`config.mk`:
```
export PLATFORM = sky130hd
export DESIGN_NAME = bsw_sec_status_windows
export DESIGN_NICKNAME = d
export VERILOG_FILES = /design/src/hdl/bsw_pkg.sv /design/src/hdl/bsw_sticky_flags.sv /design/src/hdl/bsw_window_cmp.sv /design/src/hdl/bsw_sec_status_windows.sv
export SDC_FILE = /design/constraint.sdc
export NUM_CORES = 1
export LEC_CHECK = 0
export ABC_AREA = 1
export BUFFER_PORTS_ARGS = -buffer_cell sky130_fd_sc_hd__buf_2
export CAP_MARGIN = 20
export CORE_ASPECT_RATIO = 0.9
export CORE_UTILIZATION = 48
export CTS_CLUSTER_DIAMETER = 120
export DETAILED_ROUTE_END_ITERATION = 6
export PLACE_DENSITY = 0.7
export SLEW_MARGIN = 20
export SYNTH_ARGS = -nofsm -noshare
export SYNTH_HDL_FRONTEND = slang
export SYNTH_SLANG_ARGS = --single-unit
```
`constraint.sdc`:
```
create_clock -name sys_clk_in -period 4.8 [get_ports sys_clk_in]
set_clock_uncertainty 0.05 [all_clocks]
set_input_delay 0.24 -clock sys_clk_in [delete_from_list [all_inputs] [get_ports sys_clk_in]]
set_output_delay 0.24 -clock sys_clk_in [all_outputs]
set_load 0.05 [all_outputs]
```
`src/hdl/bsw_pkg.sv`:
```
// Constants for the secondary status and forwarding window register slice
//
// Summary of operation
// - Parity errors set secondary parity flag, bit 31
// - Secondary system error pin sets bit 30
// - Mastered transaction master-abort sets bit 29
// - Mastered transaction target-abort sets bit 28
// - Target-abort we signal sets bit 27
// - Device-select timing reads 01, read-only
// - Uncorrectable secondary data error sets bit 24
// - Back-to-back capable reads 1 in PCI mode
// - High-speed capable bit 21 always reads 1
// - Forward I/O only inside base/limit window
// - I/O limit nibble is bits 15:12, rest ones
// - I/O base nibble is bits 15:12, rest zero
// - Both I/O width codes read 0x1
// - Upper 16-bit fields give I/O bits 31:16
// - Memory limit gives bits 31:20, rest ones
// - Memory base gives bits 31:20, rest zero
// - Prefetch bounds bits 31:20; width codes 0x1
// - Upper prefetch base gives bits 63:32
// - Upper prefetch limit gives bits 63:32
// - Capability head pointer reads 0x80, read-only
package bsw_pkg;
  // Register offsets in configuration space
  localparam logic [7:0] OFF_SEC_STATUS_IO = 8'h1c;
  localparam logic [7:0] OFF_MEM_WINDOW = 8'h20;
  localparam logic [7:0] OFF_PF_WINDOW = 8'h24;
  localparam logic [7:0] OFF_PF_BASE_HI = 8'h28;
  localparam logic [7:0] OFF_PF_LIMIT_HI = 8'h2c;
  localparam logic [7:0] OFF_IO_WINDOW_HI = 8'h30;
  localparam logic [7:0] OFF_CAP_HEAD = 8'h34;
  // Values after reset
  localparam logic [31:0] RST_SEC_STATUS_IO = 32'h02a0_0101;
  localparam logic [31:0] RST_MEM_WINDOW = 32'h0000_0000;
  localparam logic [31:0] RST_PF_WINDOW = 32'h0001_0001;
  localparam logic [31:0] RST_ZERO = 32'h0000_0000;
  localparam logic [31:0] RST_CAP_HEAD = 32'h0000_0080;
  // Fixed read-only field values
  localparam logic [1:0] DEVSEL_MEDIUM = 2'h1;
  localparam logic [3:0] IO_WIDTH_CODE = 4'h1;
  localparam logic [3:0] PF_WIDTH_CODE = 4'h1;
  localparam logic [7:0] CAP_HEAD_PTR = 8'h80;
  // Implied low bits of window bounds
  localparam logic [11:0] IO_LOW_ONES = 12'hfff;
  localparam logic [11:0] IO_LOW_ZERO = 12'h000;
  localparam logic [19:0] MEM_LOW_ONES = 20'hf_ffff;
  localparam logic [19:0] MEM_LOW_ZERO = 20'h0_0000;
  // Field positions in the secondary status word
  localparam int POS_PARITY = 31;
  localparam int POS_SERR = 30;
  localparam int POS_MABORT = 29;
  localparam int POS_TABORT_RX = 28;
  localparam int POS_TABORT_SIG = 27;
  localparam int POS_UNCORR = 24;
  localparam int POS_B2B = 23;
  localparam int POS_HI_SPEED = 21;
  // Sticky flag vector: index 5..0 holds bits 31,30,29,28,27,24
  localparam int FLAG_COUNT = 6;
  // Cycles from a taken configuration request to its acknowledge
  localparam int CFG_ACK_CYCLES = 1;
endpackage

```
`src/hdl/bsw_sticky_flags.sv`:
```
// Sticky status flags, set by hardware events, cleared by writing one
`timescale 1ns/10ps
`default_nettype none
module bsw_sticky_flags #(
  parameter int N = 6
) (
  input wire logic sys_clk_in,
  input wire logic rstn_in,
  input wire logic ce_in,
  input wire logic [N-1:0] set_in,
  input wire logic [N-1:0] clr_in,
  output logic [N-1:0] flag_out
);
  if (N < 1) begin : g_bad_n
    $error("bsw_sticky_flags: N must be at least 1");
  end

  // One flop per flag; a set in the clearing cycle wins so no event is lost
  for (genvar i = 0; i < N; i++) begin : g_flag
    logic flag_reg;
    logic flag_next;
    assign flag_next = set_in[i] | (flag_reg & ~clr_in[i]);
    always_ff @(posedge sys_clk_in or negedge rstn_in) begin
      if (!rstn_in) begin
        flag_reg <= 1'b0;
      end else if (ce_in) begin
        flag_reg <= flag_next;
      end
    end
    assign flag_out[i] = flag_reg;
  end
endmodule
`default_nettype wire

```
`src/hdl/bsw_window_cmp.sv`:
```
// Inclusive address window compare, lower bound to upper bound
`timescale 1ns/10ps
`default_nettype none
module bsw_window_cmp #(
  parameter int W = 32
) (
  input wire logic [W-1:0] addr_in,
  input wire logic [W-1:0] lo_in,
  input wire logic [W-1:0] hi_in,
  output logic hit_out
);
  if (W < 2) begin : g_bad_w
    $error("bsw_window_cmp: W must be at least 2");
  end

  // An inverted window (base above limit) never hits, which disables it
  wire logic ge_lo;
  wire logic le_hi;
  assign ge_lo = (addr_in >= lo_in);
  assign le_hi = (addr_in <= hi_in);
  assign hit_out = ge_lo & le_hi;
endmodule
`default_nettype wire

```
`src/hdl/bsw_sec_status_windows.sv`:
```
// Secondary status flags and I/O, memory and prefetch forwarding windows
`timescale 1ns/10ps
`default_nettype none
module bsw_sec_status_windows (
  input wire logic sys_clk_in,
  input wire logic rstn_in,
  input wire logic ce_in,
  // Configuration space access
  input wire logic cfg_req_in,
  input wire logic cfg_wr_in,
  input wire logic [7:0] cfg_addr_in,
  input wire logic [3:0] cfg_be_in,
  input wire logic [31:0] cfg_wdata_in,
  output logic cfg_ack_out,
  output logic [31:0] cfg_rdata_out,
  // Secondary bus events, one-cycle pulses; the serr pin and the PCI mode input are levels
  input wire logic addr_parity_tgt_in,
  input wire logic data_parity_wr_tgt_in,
  input wire logic data_parity_rd_mst_in,
  input wire logic secondary_system_error_pin_n_in,
  input wire logic master_abort_rx_in,
  input wire logic target_abort_rx_in,
  input wire logic target_abort_sig_in,
  input wire logic uncorrectable_data_error_in,
  input wire logic sec_pci_mode_in,
  // Forwarding decode requests
  input wire logic io_req_valid_in,
  input wire logic [31:0] io_req_addr_in,
  input wire logic mem_req_valid_in,
  input wire logic [31:0] mem_req_addr_in,
  input wire logic pf_req_valid_in,
  input wire logic [63:0] pf_req_addr_in,
  output logic io_fwd_out,
  output logic mem_fwd_out,
  output logic pf_fwd_out
);
  localparam int NF = bsw_pkg::FLAG_COUNT;

  // Writable window fields
  logic [3:0] io_limit_reg;
  logic [3:0] io_base_reg;
  logic [11:0] window_limit_reg;
  logic [11:0] mem_base_reg;
  logic [11:0] pf_limit_reg;
  logic [11:0] pf_base_reg;
  logic [31:0] pf_base_hi_reg;
  logic [31:0] pf_limit_hi_reg;
  logic [15:0] io_limit_hi_reg;
  logic [15:0] io_base_hi_reg;
  // Access answer
  logic ack_reg;
  logic [31:0] rdata_reg;
  logic [7:0] addr_q_reg;
  logic wr_q_reg;
  // Forward decisions
  logic io_fwd_reg;
  logic mem_fwd_reg;
  logic pf_fwd_reg;

  wire logic [NF-1:0] flags;
  wire logic [NF-1:0] flag_set;
  wire logic [NF-1:0] flag_clr;

  // Address decode of the configuration access
  wire logic take;
  wire logic wr_take;
  wire logic sel_status;
  wire logic sel_mem;
  wire logic sel_pf;
  wire logic sel_pfb_hi;
  wire logic sel_pfl_hi;
  wire logic sel_io_hi;
  wire logic sel_cap;
  assign take = ce_in & cfg_req_in;
  assign wr_take = take & cfg_wr_in;
  assign sel_status = (cfg_addr_in == bsw_pkg::OFF_SEC_STATUS_IO);
  assign sel_mem = (cfg_addr_in == bsw_pkg::OFF_MEM_WINDOW);
  assign sel_pf = (cfg_addr_in == bsw_pkg::OFF_PF_WINDOW);
  assign sel_pfb_hi = (cfg_addr_in == bsw_pkg::OFF_PF_BASE_HI);
  assign sel_pfl_hi = (cfg_addr_in == bsw_pkg::OFF_PF_LIMIT_HI);
  assign sel_io_hi = (cfg_addr_in == bsw_pkg::OFF_IO_WINDOW_HI);
  assign sel_cap = (cfg_addr_in == bsw_pkg::OFF_CAP_HEAD);

  // Read images; reserved bits are constant zero, never stored
  wire logic [31:0] img_status;
  wire logic [31:0] img_mem;
  wire logic [31:0] img_pf;
  wire logic [31:0] img_io_hi;
  wire logic [31:0] img_cap;
  assign img_status = {flags[5:1], bsw_pkg::DEVSEL_MEDIUM, flags[0],
                       sec_pci_mode_in, 1'b0, 1'b1, 5'h00,
                       io_limit_reg, bsw_pkg::IO_WIDTH_CODE,
                       io_base_reg, bsw_pkg::IO_WIDTH_CODE};
  assign img_mem = {window_limit_reg, 4'h0, mem_base_reg, 4'h0};
  assign img_pf = {pf_limit_reg, bsw_pkg::PF_WIDTH_CODE,
                   pf_base_reg, bsw_pkg::PF_WIDTH_CODE};
  assign img_io_hi = {io_limit_hi_reg, io_base_hi_reg};
  assign img_cap = {24'h00_0000, bsw_pkg::CAP_HEAD_PTR};

  // Read mux; an unmapped offset reads as zero
  wire logic [31:0] rd_word;
  assign rd_word = sel_status ? img_status :
                   sel_mem ? img_mem :
                   sel_pf ? img_pf :
                   sel_pfb_hi ? pf_base_hi_reg :
                   sel_pfl_hi ? pf_limit_hi_reg :
                   sel_io_hi ? img_io_hi :
                   sel_cap ? img_cap : 32'h0000_0000;

  // Byte-lane merge of write data over the current image
  function automatic logic [31:0] lane_merge(input logic [31:0] old_w,
                                             input logic [31:0] new_w,
                                             input logic [3:0] be);
    logic [31:0] m;
    m = old_w;
    for (int b = 0; b < 4; b++) begin
      if (be[b]) begin
        m[b*8 +: 8] = new_w[b*8 +: 8];
      end
    end
    return m;
  endfunction

  wire logic [31:0] wr_word;
  assign wr_word = lane_merge(rd_word, cfg_wdata_in, cfg_be_in);

  // Status flag events; the serr pin is active low and already synchronous
  assign flag_set[5] = addr_parity_tgt_in | data_parity_wr_tgt_in
                       | data_parity_rd_mst_in;
  assign flag_set[4] = ~secondary_system_error_pin_n_in;
  assign flag_set[3] = master_abort_rx_in;
  assign flag_set[2] = target_abort_rx_in;
  assign flag_set[1] = target_abort_sig_in;
  assign flag_set[0] = uncorrectable_data_error_in;

  // Write-one-to-clear, only through lane 3 which holds every flag
  wire logic clr_ok;
  assign clr_ok = wr_take & sel_status & cfg_be_in[3];
  assign flag_clr = clr_ok ? {cfg_wdata_in[31:27], cfg_wdata_in[24]} : '0;

  bsw_sticky_flags #(
    .N(NF)
  ) u_flags (
    .sys_clk_in(sys_clk_in),
    .rstn_in(rstn_in),
    .ce_in(ce_in),
    .set_in(flag_set),
    .clr_in(flag_clr),
    .flag_out(flags)
  );

  // I/O, memory and prefetch window registers; fixed fields drop writes
  always_ff @(posedge sys_clk_in or negedge rstn_in) begin
    if (!rstn_in) begin
      io_limit_reg <= bsw_pkg::RST_SEC_STATUS_IO[15:12];
      io_base_reg <= bsw_pkg::RST_SEC_STATUS_IO[7:4];
      window_limit_reg <= bsw_pkg::RST_MEM_WINDOW[31:20];
      mem_base_reg <= bsw_pkg::RST_MEM_WINDOW[15:4];
      pf_limit_reg <= bsw_pkg::RST_PF_WINDOW[31:20];
      pf_base_reg <= bsw_pkg::RST_PF_WINDOW[15:4];
    end else if (wr_take) begin
      if (sel_status) begin
        io_limit_reg <= wr_word[15:12];
        io_base_reg <= wr_word[7:4];
      end
      if (sel_mem) begin
        window_limit_reg <= wr_word[31:20];
        mem_base_reg <= wr_word[15:4];
      end
      if (sel_pf) begin
        pf_limit_reg <= wr_word[31:20];
        pf_base_reg <= wr_word[15:4];
      end
    end
  end

  // Upper halves of the I/O and prefetch bounds
  always_ff @(posedge sys_clk_in or negedge rstn_in) begin
    if (!rstn_in) begin
      pf_base_hi_reg <= bsw_pkg::RST_ZERO;
      pf_limit_hi_reg <= bsw_pkg::RST_ZERO;
      io_limit_hi_reg <= bsw_pkg::RST_ZERO[31:16];
      io_base_hi_reg <= bsw_pkg::RST_ZERO[15:0];
    end else if (wr_take) begin
      if (sel_pfb_hi) begin
        pf_base_hi_reg <= wr_word;
      end
      if (sel_pfl_hi) begin
        pf_limit_hi_reg <= wr_word;
      end
      if (sel_io_hi) begin
        io_limit_hi_reg <= wr_word[31:16];
        io_base_hi_reg <= wr_word[15:0];
      end
    end
  end

  // Answer one cycle after the request; a write answers with zero read data
  always_ff @(posedge sys_clk_in or negedge rstn_in) begin
    if (!rstn_in) begin
      ack_reg <= 1'b0;
      rdata_reg <= bsw_pkg::RST_ZERO;
      addr_q_reg <= 8'h00;
      wr_q_reg <= 1'b0;
    end else if (ce_in) begin
      ack_reg <= cfg_req_in;
      if (cfg_req_in) begin
        rdata_reg <= cfg_wr_in ? 32'h0000_0000 : rd_word;
        addr_q_reg <= cfg_addr_in;
        wr_q_reg <= cfg_wr_in;
      end
    end
  end

  assign cfg_ack_out = ack_reg;
  assign cfg_rdata_out = rdata_reg;

  // Full bounds assembled from the stored fields and the implied low bits
  wire logic [31:0] io_lo;
  wire logic [31:0] io_hi;
  wire logic [31:0] mem_lo;
  wire logic [31:0] mem_hi;
  wire logic [63:0] pf_lo;
  wire logic [63:0] pf_hi;
  assign io_lo = {io_base_hi_reg, io_base_reg, bsw_pkg::IO_LOW_ZERO};
  assign io_hi = {io_limit_hi_reg, io_limit_reg, bsw_pkg::IO_LOW_ONES};
  assign mem_lo = {mem_base_reg, bsw_pkg::MEM_LOW_ZERO};
  assign mem_hi = {window_limit_reg, bsw_pkg::MEM_LOW_ONES};
  assign pf_lo = {pf_base_hi_reg, pf_base_reg, bsw_pkg::MEM_LOW_ZERO};
  assign pf_hi = {pf_limit_hi_reg, pf_limit_reg, bsw_pkg::MEM_LOW_ONES};

  wire logic io_in_win;
  wire logic mem_in_win;
  wire logic pf_in_win;

  bsw_window_cmp #(
    .W(32)
  ) u_io_cmp (
    .addr_in(io_req_addr_in),
    .lo_in(io_lo),
    .hi_in(io_hi),
    .hit_out(io_in_win)
  );

  bsw_window_cmp #(
    .W(32)
  ) u_mem_cmp (
    .addr_in(mem_req_addr_in),
    .lo_in(mem_lo),
    .hi_in(mem_hi),
    .hit_out(mem_in_win)
  );

  bsw_window_cmp #(
    .W(64)
  ) u_pf_cmp (
    .addr_in(pf_req_addr_in),
    .lo_in(pf_lo),
    .hi_in(pf_hi),
    .hit_out(pf_in_win)
  );

  // Forward decisions are registered so the datapath sees a clean level
  always_ff @(posedge sys_clk_in or negedge rstn_in) begin
    if (!rstn_in) begin
      io_fwd_reg <= 1'b0;
      mem_fwd_reg <= 1'b0;
      pf_fwd_reg <= 1'b0;
    end else if (ce_in) begin
      io_fwd_reg <= io_req_valid_in & io_in_win;
      mem_fwd_reg <= mem_req_valid_in & mem_in_win;
      pf_fwd_reg <= pf_req_valid_in & pf_in_win;
    end
  end

  assign io_fwd_out = io_fwd_reg;
  assign mem_fwd_out = mem_fwd_reg;
  assign pf_fwd_out = pf_fwd_reg;
endmodule
`default_nettype wire

```
==> out/metrics.csv, run 1 <==
stage,metric,value,unit
die,total core area,27300,sq um
global_route,initial antenna violation count,0,
final_layout,Area Growth Syn to Fin,15.2,%
placed_design,GPL Wtd Cong,0.930,
logic_synthesis,Post-Syn Area,13500,sq um
final_layout,fillers,2662,
critical_path,Worst path slowest cell,nor2_2,
logic_synthesis,simple-gate share of the synthesized area,35.9,%
clock_tree,H-tree level count,4,
job,max cap viols,0,
critical_path,CP most frequent cell,nand2_1,
final_layout,non-filler instance count after layout,2496,
power,Leak,8.29,nW
power,Max VDD drop,0.170,mV
logic_synthesis,Yosys warnings,0,
final_layout,sequential cell area,4850,sq um
routing,routed len/inst,18.4,um
die,Top-Level Pins,225,
timing,Max Slew Vio Count,0,
final_layout,n_diodes,0,
die,DIE WIDTH,179,um
global_route,first-pass GRT wire length,70500,um
clock_tree,hold_buf cts,8,
logic_synthesis,synthesized instance count,1923,
timing,fin crit share,50.0,%
clock_tree,CTS sink cnt,194,
clock_tree,clk slew on worst S/H paths,0.08,ns
critical_path,CP Launch Type,primary input,
timing,Fmax,417,MHz
final_layout,nets,2470,
timing,post-route minimum period,2.40,ns
critical_path,Crit Path Class,in -> reg,
die,initial core utilization,49.4,%
logic_synthesis,Post-Synth Adder-Cell Area,14.1,%
placed_design,placed cell count,2456,
outcome,status,completed,
die,Rows,57,
logic_synthesis,largest family of logic cells by synthesized area,simple AND/OR/NAND/NOR gates,
logic_synthesis,register area share after synthesis,36.0,%
die,Die Y,161,um
critical_path,CP Max Fanout,30,
critical_path,WP data arrival,2.67,ns
logic_synthesis,xor/xnor share of the synthesized area,0,%
global_route,Congestion Overflow GR,0,
clock_tree,clk buf depth,2,
power,Pwr Total,0.00355,W
final_layout,final instance area,15500,sq um
power,Power Dens Cells,228,nW/um^2
timing,Hold Fails Final Rpt,0,
placed_design,placed inst area,14900,sq um
global_route,Tot GR Track Use,32.5,%
clock_tree,CTS Root Buffer Type,clkbuf_16,
routing,drt first pass iters,5,
final_layout,multi-input logic area,7510,sq um
logic_synthesis,Synth Area in Compound Gates,5.61,%
critical_path,critical path cell sequence,buf_2 > inv_1 > nand2_1 > nor3_4 > nand2_2 > nor2_2 > inv_2 > nand2_1 > nand2_1,
logic_synthesis,multiplexer area fraction after synthesis,0,%
timing,post-route setup TNS,0,ns
routing,DRT antenna net count,0,
timing,Rel. slew slack,36.3,%
routing,residual DRC count,0,
timing,Final setup viols,0,
global_route,largest net degree at the start of global routing,108,
routing,DRT iter0 DRCs,1461,
clock_tree,Num CTS Buffers,17,
clock_tree,PostCTS Resize Cnt,0,
worst_hold_path,worst hold path type,in -> reg,
timing,slew of the pin with the lowest slew margin,0.955,ns
logic_synthesis,syn_area_per_cell,7.02,sq um
logic_synthesis,synthesized flop and latch total,194,
logic_synthesis,Netlist cell types,36,
critical_path,Critical Path RT,5.07,ns
critical_path,delay of the slowest critical-path stage,0.61,ns
logic_synthesis,post-synth net total,2264,
global_route,number of global-route vias before repair,12700,
final_layout,layout cells sized above 1,14.6,%
clock_tree,Skew-Pair Late Insertion Delay,0.44,ns
timing,hold_ws,0.0437,ns
critical_path,Crit. End Element,register,
placed_design,Final HPWL DP,36100,um
placed_design,IO Port Bufs,224,
routing,routed vias/inst,5.55,
clock_tree,CTS tree,yes,
routing,vias post-DR,13800,
routing,Post-Route WL,46000,um
die,Die ar.,28800,sq um
timing,RSZ-0062 raised after global routing,false,
clock_tree,post-CTS setup buffer count,0,
[placed cells by master (no fill, tap or decap), types with 2 or more instances in the layout]
cell,count
nand2_1,682
nand3_1,239
buf_2,223
inv_1,220
dfrtp_1,194
ha_1,152
nor2_1,118
a21oi_1,71
o21ai_0,45
nand4_1,31
or2_2,18
clkbuf_16,17
o21ai_1,16
nor3_1,15
inv_2,13
buf_4,13
or2_1,10
dlygate4sd3_1,8
nor2_2,7
nor4_1,6
a21o_1,5
inv_6,5
clkinv_4,4
o21a_1,3
and2_1,3
o22ai_1,2
nor2_4,2
o21bai_1,2
and3_1,2
inv_8,2
clkinvlp_4,2
[cells in the mapped netlist (all sizes together)]
master,instances,area share (%)
nand2,683,19
nand3,240,8.9
inv,233,6.5
dfrtp,194,36
ha,152,14
nor2,127,3.8
a21oi,71,2.6
o21ai,61,2.3
buf,36,1.3
nand4,31,1.4
or2,28,1.3
clkbuf,22,0.61
nor3,17,0.75
nor4,6,0.28
a21o,5,0.28
and2,3,0.14
o21a,3,0.17
and3,2,0.093
nand3b,2,0.14
o21bai,2,0.11
o22ai,2,0.093
clkinv,1,0.028
nor3b,1,0.056
o2111ai,1,0.065
[final timing paths]
check	startpoint	end	slack [ns]	depth (start not counted)
setup / recovery	cfg_addr_in[0]	pf_limit_hi_reg[21]	2.40	9
hold / removal	mem_req_valid_in	mem_fwd_out	0.04	5
setup reg to reg	pf_limit_hi_reg[7]	pf_fwd_out	2.40	12
hold reg to reg	cfg_rdata_out[24]	cfg_rdata_out[24]	0.43	2
max in group asynchronous	rstn_in	pf_limit_hi_reg[27]	3.10	3
min in group asynchronous	rstn_in	cfg_rdata_out[13]	0.39	2
[worst max-delay path: cells and delay by family]
| family | cells | cell delay, ns |
|---|---|---|
| buffers and inverters | 3 | 0.64 |
| AND/OR/NAND/NOR | 6 | 1.76 |
[stage by stage]
stage	setup WS [ns]	util [%]
5_1_grt	2.13	56.9
3_5_place_dp	1.98	54.6
6_report	2.40	56.9
3_3_place_gp	2.14	54.6
2_1_floorplan	3.21	-
4_1_cts	2.42	56.9
[power by group]
group          internal (W)  switching [W]
Combinational      0.000178       0.000309
Clock              0.000683       0.000711
Sequential          0.00165      0.0000163
Total               0.00251        0.00104
[final cells by class]
class / instances / share of cell area [%]
repair buffers: 245 / 8.41
clock inverters: 14 / 0.781
clock buffers: 18 / 2.76
well taps: 354 / 2.85
inverters: 234 / 5.65
multi-input cells: 1437 / 48.3
flip-flops and latches: 194 / 31.2
[cell families (layout without fill, tap and decap cells)]
group                      Yosys count  count (layout)
buffers and inverters              292             511
DFF                                194             194
and+or+nand+nor                   1140            1140
AOI/OAI and AO/OA                  145             145
adders and majority gates          152             152
[metal layers]
metal | vias to the layer above | global-route usage (%) | part of all wire, % | wire [um]
met5 | - | 0 | 0 | 0
met4 | 0 | 7.40 | 1.5 | 696
met3 | 57 | 7.70 | 11 | 5240
met2 | 785 | 47.3 | 42 | 19400
met1 | 6413 | 48.5 | 45 | 20600
li1 | 6594 | - | - | -
(Power assumes the default switching activity.)
==> run 2: changes to the inputs <==
--- a/config.mk
+++ b/config.mk
@@ -5,7 +5,7 @@
 export SDC_FILE = /design/constraint.sdc
 export NUM_CORES = 1
 export LEC_CHECK = 0
-export ABC_AREA = 1
+export ABC_AREA = 0
 export BUFFER_PORTS_ARGS = -buffer_cell sky130_fd_sc_hd__buf_2
 export CAP_MARGIN = 20
 export CORE_ASPECT_RATIO = 0.9
==> constraint.sdc (replaced) <==
create_clock -name sys_clk_in -period 2.4 [get_ports sys_clk_in]
set_clock_uncertainty 0.05 [all_clocks]
set_input_delay 0.12 -clock sys_clk_in [delete_from_list [all_inputs] [get_ports sys_clk_in]]
set_output_delay 0.12 -clock sys_clk_in [all_outputs]
set_load 0.05 [all_outputs]
==> run 2 against run 1 <==
The run now ends with setup timing left. Power increased by 110%. Worst hold slack got worse by 0.026 ns. Via count decreased by 9.5%. Largest power group unchanged. Area after synthesis decreased by 7.4%. Combinational power increased by 110%.
==> out/metrics.csv, run 2 <==
stage,metric,value,unit,change
outcome,status,"finished, violations left",,
outcome,failing checks,setup timing,,
logic_synthesis,Area contributors post-synth,"dfrtp_1 39%, ha_1 15%, o21ai_0 7.0%",,
critical_path,Crit. End Element,register,,
clock_tree,clk buf depth,2,,unchanged
timing,RSZ-0062 raised after global routing,true,,
worst_hold_path,worst hold path type,in -> reg,,
power,Int Pwr,0.00532,W,+110%
power,sw frac,28.3,%,-0.90 points
critical_path,reg2reg setup slack,-0.10,ns,-2.50 ns
logic_synthesis,Netlist cell types,67,,+86%
logic_synthesis,syn_area_per_cell,8.92,sq um,+27%
die,DIE WIDTH,172,um,-3.7%
logic_synthesis,Yosys warnings,0,,unchanged
logic_synthesis,Yosys top cell by area,dfrtp_1,,
clock_tree,Num CTS Buffers,17,,unchanged
logic_synthesis,commonest cells in the synthesized netlist,"214 x nand2_1, 194 x dfrtp_1, 176 x o21ai_0",,
logic_synthesis,post-synth net total,1741,,-23%
die,Die ar.,26700,sq um,-7.3%
routing,DRT iter0 DRCs,1437,,-1.6%
clock_tree,Skew-Pair Late Insertion Delay,0.44,ns,about the same
critical_path,worst r2r dst,pf_fwd_out,,
routing,Metal-1 WL,19800,um,-3.9%
global_route,largest net degree at the start of global routing,66,,-39%
final_layout,n_diodes,0,,unchanged
power,Seq pwr share,44.9,%,-2.1 points
timing,Fmax,400,MHz,
power,Leak,7.42,nW,-10%
power,Max VDD drop,0.413,mV,+140%
routing,metal2 WL,19600,um,+1.1%
logic_synthesis,synthesized instance count,1400,,-27%
logic_synthesis,Post-Syn Area,12500,sq um,-7.4%
clock_tree,H-tree level count,4,,unchanged
die,total core area,25300,sq um,-7.3%
logic_synthesis,share of the synthesized area in the top cell type,38.9,%,+2.9 points
final_layout,most frequent cells in the layout,"223 x buf_2, 212 x nand2_1, 192 x dfrtp_1",,
clock_tree,CTS Root Buffer Type,clkbuf_16,,
final_layout,fillers,2255,,-15%
placed_design,Final HPWL DP,36100,um,about the same
clock_tree,CTS sink cnt,194,,unchanged
placed_design,placed cell count,2028,,-17%
logic_synthesis,register area share after synthesis,38.9,%,+2.9 points
final_layout,non-filler instance count after layout,2094,,-16%
logic_synthesis,ys async rst share,100,%,unchanged
timing,Final setup viols,1,,+1
power,Power Dens Cells,466,nW/um^2,+100%
critical_path,CP Max Fanout,3,,-90%
critical_path,Crit Path Class,reg -> reg,,
critical_path,r2r startpoint,pf_base_reg[3],,
global_route,Congestion Overflow GR,0,,unchanged
final_layout,layout cells sized above 1,25.1,%,+11 points
power,NetSw,0.00210,W,+100%
power,Combinational Power Share,14.0,%,+0.3 points
routing,Post-Route WL,46000,um,about the same
logic_synthesis,"EDFF count, synth",0,,unchanged
final_layout,Area Growth Syn to Fin,27.3,%,
final_layout,"most common cell after layout, fill and taps aside",buf_2,,
final_layout,nets,2080,,-16%
die,Rows,55,,-3.5%
logic_synthesis,most common cell in the netlist,nand2_1,,
logic_synthesis,Main synth FF type,dfrtp_1,,
global_route,number of global-route vias before repair,11800,,-6.7%
global_route,first-pass GRT wire length,69300,um,-1.6%
placed_design,IO Port Bufs,224,,unchanged
routing,residual DRC count,0,,unchanged
clock_tree,CTS tree,yes,,
placed_design,GPL Wtd Cong,1.00,,+7.5%
final_layout,Util after Layout,62.8,%,+5.9 points
logic_synthesis,synthesized flop and latch total,194,,unchanged
die,Top-Level Pins,225,,unchanged
die,initial core utilization,49.3,%,-0.060 points
critical_path,CP Launch Type,register,,
routing,drt first pass iters,6,,+1
worst_hold_path,hold path endpoint,io_fwd_out,,
routing,routed len/inst,21.9,um,+19%
timing,slew of the pin with the lowest slew margin,0.614,ns,-0.340 ns
routing,met3 WL,5030,um,-4.0%
routing,routed vias/inst,5.98,,+7.8%
global_route,initial antenna violation count,0,,unchanged
timing,post-route minimum period,2.50,ns,
timing,Max Slew Vio Count,0,,unchanged
power,Clock power frac,41.1,%,+1.8 points
timing,Rel. slew slack,58.6,%,+22 points
worst_hold_path,hold path start,ce_in,,
critical_path,Critical Path RT,2.65,ns,-2.42 ns
critical_path,worst reg-to-reg path cell count,9,,-3
global_route,Tot GR Track Use,35.1,%,+2.6 points
timing,setup ws final,-0.100,ns,-2.50 ns
timing,Hold Fails Final Rpt,0,,unchanged
timing,fin crit share,104,%,
critical_path,WP data arrival,2.75,ns,+0.08 ns
routing,DRT antenna net count,0,,unchanged
clock_tree,clk slew on worst S/H paths,0.09,ns,about the same
job,max cap viols,0,,unchanged
die,Die Y,155,um,-3.7%
routing,vias post-DR,12500,,-9.5%
routing,uppermost layer routed,met4,,
worst_hold_path,Min-Delay Path Depth,3,,-2
==> run 2: power groups by stage <==
| stage | Clock [W] | Combinational [W] | Sequential, W |
|---|---|---|---|
| 2_1_floorplan | 0 | 0.000421 | 0.00340 |
| 3_3_place_gp | 0 | 0.000932 | 0.00339 |
| 3_5_place_dp | 0 | 0.000958 | 0.00339 |
| 4_1_cts | 0.00307 | 0.00101 | 0.00333 |
| 5_1_grt | 0.00320 | 0.00114 | 0.00333 |
| 6_report | 0.00305 | 0.00104 | 0.00333 |
==> run 2: critical path, stage by stage (launching register included) <==
cell,delay [ns]
dfrtp_1,0.41
inv_2,0.07
ha_4,0.20
nor4bb_1,0.13
and4_1,0.19
a211o_1,0.33
o31ai_4,0.33
a211oi_2,0.15
o31ai_4,0.33
a32oi_1,0.15
==> run 2: metal layers <==
metal  global-route usage, %  up-vias
li1                        -     5704
met4                    11.3        0
met1                    50.4     6026
met5                       0        -
met2                    51.4      710
met3                    8.70       90
==> run 2: stage by stage <==
step	power, W	setup TNS, ns	hold slack (ns)	setup WS, ns	instance area (sq um)
4_1_cts	0.00741	-0.182	0.00973	-0.182	15800
3_3_place_gp	0.00433	-1.20	0.0586	-0.877	14800
2_1_floorplan	0.00382	0	-0.226	0.204	12500
6_report	0.00742	-0.100	0.0181	-0.100	15900
5_1_grt	0.00767	-0.114	0.0311	-0.114	15900
3_5_place_dp	0.00435	-1.74	0.0607	-0.901	14800
==> run 2: final cells by class <==
cell class	count	area (sq um)	share of cell area (%)
multi-input combinational	981	6890	43.3
sequential	194	4860	30.5
timing repair buffer	380	2490	15.7
inverter	165	619	3.89
tap	342	428	2.69
clock buffer	17	425	2.68
clock inverter	15	189	1.19
==> run 2: cells by family (layout without fill, tap and decap cells) <==
logic type / Yosys count / after routing / synth area share (%)
DFF: 194 / 194 / 38.9
buffers and inverters: 225 / 577 / 7.19
and+or+nand+nor: 390 / 390 / 15.0
muxes: 33 / 33 / 2.78
adders and majority gates: 152 / 152 / 15.2
AOI/OAI and AO/OA: 405 / 405 / 20.9
xor gates and xnor gates: 1 / 1 / 0.0701
==> run 2: worst max path at each step <==
stage	slack, ns	from	end
floorplan	0.20	cfg_addr_in[1]	io_base_reg[3]
global placement	-0.88	pf_base_reg[3]	pf_fwd_out
detailed placement	-0.90	pf_base_reg[3]	pf_fwd_out
CTS	-0.18	pf_base_reg[3]	pf_fwd_out
global route	-0.11	pf_base_reg[3]	pf_fwd_out
finish	-0.10	pf_base_reg[3]	pf_fwd_out
==> run 2: what timing repair did <==
item                                    CTS  global route
hold buffers                             26             0
resized for setup                        16            12
setup buffers                             6             2
endpoints found under the setup margin    2             2
pin swaps                                10            12
hold endpoints to repair                 80             0
==> run 3: changes to the inputs <==
--- a/config.mk
+++ b/config.mk
@@ -5,12 +5,12 @@
 export SDC_FILE = /design/constraint.sdc
 export NUM_CORES = 1
 export LEC_CHECK = 0
-export ABC_AREA = 0
+export ABC_AREA = 1
 export BUFFER_PORTS_ARGS = -buffer_cell sky130_fd_sc_hd__buf_2
 export CAP_MARGIN = 20
 export CORE_ASPECT_RATIO = 0.9
 export CORE_UTILIZATION = 48
-export CTS_CLUSTER_DIAMETER = 120
+export CTS_CLUSTER_DIAMETER = 30
 export DETAILED_ROUTE_END_ITERATION = 6
 export PLACE_DENSITY = 0.7
 export SLEW_MARGIN = 20
==> run 3 against run 2 <==
The run now ends clean. Critical path depth is 2 higher. Cell count is 21% higher. Final area is 0.10% higher. Critical endpoint is now io_fwd_out. Largest power group unchanged. Combinational power hardly changed.
==> out/metrics.csv, run 3 (synthesized netlist as in run 1, its figures left out) <==
stage,metric,value,unit,change
outcome,status,completed,,
timing,Max Slew Vio Count,0,,unchanged
critical_path,Worst path slowest cell,dfrtp_1,,
final_layout,"most common cell after layout, fill and taps aside",nand2_1,,
critical_path,delay of the slowest critical-path stage,0.44,ns,+0.03 ns
global_route,met2 Use GR,50.0,%,-1.5 points
critical_path,CP Max Fanout,3,,unchanged
global_route,Congestion Overflow GR,0,,unchanged
power,Leak,8.46,nW,+14%
die,total core area,27300,sq um,+7.9%
final_layout,most frequent cells in the layout,"682 x nand2_1, 239 x nand3_1, 223 x buf_2",,
routing,DRT iter0 DRCs,1599,,+11%
final_layout,Area Growth Syn to Fin,18.0,%,
die,initial core utilization,49.4,%,+0.060 points
global_route,initial antenna violation count,0,,unchanged
critical_path,Crit Path Class,reg -> reg,,
clock_tree,CTS Root Buffer Type,clkbuf_16,,
timing,fin crit share,87.5,%,-17 points
clock_tree,hold_buf cts,24,,-7.7%
clock_tree,CTS sink cnt,194,,unchanged
power,Clock power frac,41.0,%,about the same
die,Top-Level Pins,225,,unchanged
timing,post-route setup TNS,0,ns,+0.100 ns
die,DIE WIDTH,179,um,+3.9%
die,Die ar.,28800,sq um,+7.9%
clock_tree,clk slew on worst S/H paths,0.09,ns,about the same
timing,Fmax,476,MHz,+19%
routing,vias post-DR,14100,,+13%
die,Rows,57,,+3.6%
routing,drt first pass iters,7,,+1
clock_tree,clk buf depth,2,,unchanged
job,max cap viols,0,,unchanged
power,Seq pwr share,45.4,%,+0.5 points
power,Combinational Power Share,13.7,%,-0.3 points
die,Die Y,161,um,+3.9%
global_route,number of global-route vias before repair,13200,,+12%
power,Max VDD drop,0.489,mV,+18%
timing,Rel. slew slack,32.9,%,-26 points
placed_design,placed inst area,15100,sq um,+1.6%
clock_tree,post-CTS setup buffer count,0,,-6
worst_hold_path,worst hold path type,in -> reg,,
timing,post-route minimum period,2.10,ns,-0.399 ns
clock_tree,PostCTS Resize Cnt,0,,-16
final_layout,n_diodes,0,,unchanged
global_route,Tot GR Track Use,34.2,%,-0.90 points
power,NetSw,0.00217,W,+3.4%
final_layout,nets,2502,,+20%
power,sw frac,29.5,%,+1.2 points
global_route,grt peak-use layer,met1,,
critical_path,Crit. End Element,register,,
critical_path,critical path cell sequence,inv_1 > ha_1 > nand2_1 > nor2_1 > nand4_1 > nor3_1 > nand2_1 > nand3_1 > nand2_1 > nand3b_1 > nand2_1,,
critical_path,WP data arrival,2.40,ns,-0.35 ns
routing,routed vias/inst,5.59,,-6.5%
timing,Final setup viols,0,,-1
routing,DRT antenna net count,0,,unchanged
timing,slew of the pin with the lowest slew margin,1.00,ns,+0.390 ns
global_route,routing usage on met3,7.84,%,-0.86 points
clock_tree,H-tree level count,4,,unchanged
power,Int Pwr,0.00519,W,-2.5%
routing,Post-Route WL,48100,um,+4.6%
critical_path,CP most frequent cell,nand2_1,,
power,Power Dens Cells,462,nW/um^2,-0.90%
routing,routed len/inst,19.0,um,-13%
placed_design,IO Port Bufs,224,,unchanged
clock_tree,Skew-Pair Late Insertion Delay,0.45,ns,about the same
timing,RSZ-0062 raised after global routing,false,,
global_route,largest net degree at the start of global routing,61,,-7.6%
clock_tree,CTS tree,yes,,
global_route,grt met1 use,50.9,%,+0.46 points
final_layout,layout cells sized above 1,15.2,%,-9.9 points
placed_design,GPL Wtd Cong,0.966,,-3.4%
routing,residual DRC count,0,,unchanged
critical_path,Critical Path RT,2.70,ns,+0.05 ns
placed_design,Final HPWL DP,37800,um,+4.6%
final_layout,final instance area,15900,sq um,+0.10%
global_route,first-pass GRT wire length,74000,um,+6.8%
critical_path,CP Launch Type,register,,
clock_tree,Num CTS Buffers,17,,unchanged
timing,Hold Fails Final Rpt,0,,unchanged
## run 3: changes by cell type in the layout (fill, tap and decap cells not counted), moves of 14 or more
cell | previous run | this run
nand3_1 | 20 | 239
nand2_1 | 212 | 682
mux2_2 | 14 | 0
o31ai_1 | 15 | 0
inv_1 | 160 | 220
buf_4 | 120 | 26
mux2i_1 | 19 | 0
o21ai_0 | 172 | 45
a21oi_1 | 50 | 71
a22o_1 | 27 | 0
nor2_1 | 36 | 118
or2_2 | 3 | 18
a222oi_1 | 23 | 0
## run 3: layer usage
layer,share of wire (%),up-vias
li1,-,6657
met1,44,6512
met2,42,907
met3,12,68
met4,1.7,0
met5,0,-
## run 3: path summary, 6_finish.rpt
check	startpoint	slack, ns	cells after the start	to
max in group asynchronous	rstn_in	1.29	3	io_base_hi_reg[11]
min reg2reg	cfg_rdata_out[29]	0.43	2	cfg_rdata_out[29]
max	io_limit_hi_reg[7]	0.30	11	io_fwd_out
max reg2reg	io_limit_hi_reg[7]	0.30	11	io_fwd_out
min in group asynchronous	rstn_in	0.15	2	cfg_rdata_out[13]
min	mem_req_addr_in[1]	0.06	7	mem_fwd_out
## run 3: power by group through the flow
| stage | Clock (W) | Sequential (W) | Combinational [W] |
|---|---|---|---|
| global placement | 0 | 0.00340 | 0.000939 |
| detailed placement | 0 | 0.00340 | 0.000969 |
| CTS | 0.00302 | 0.00334 | 0.000998 |
| floorplan | 0 | 0.00341 | 0.000480 |
| finish | 0.00301 | 0.00334 | 0.00101 |
| global route | 0.00315 | 0.00334 | 0.00113 |
## run 3: final cells by class
type                       count  area, sq um
clock buffer                  17          425
clock inverter                15          185
fill                        2582        11400
inverter                     234          878
multi-input combinational   1437         7510
sequential                   194         4850
tap                          354          443
timing repair buffer         277         1630
## run 3: critical path: cells and delay by family (launching register included)
family	cells	cell delay (ns)
fa+ha+maj	1	0.29
flops	1	0.44
buf+inv	1	0.09
simple gates	9	1.14
## run 3: per-stage QoR
stage	setup slack, ns	total power (W)	hold WS [ns]	cells	utilization [%]
after global routing	0.211	0.00762	0.0842	2528	58.3
after floorplan	0.809	0.00389	-0.226	1923	-
after CTS	0.363	0.00736	0.0539	2528	58.3
final	0.299	0.00736	0.0557	2528	58.3
after detailed placement	0.360	0.00437	0.0918	2472	55.2
after global placement	0.377	0.00434	0.0885	2472	55.2
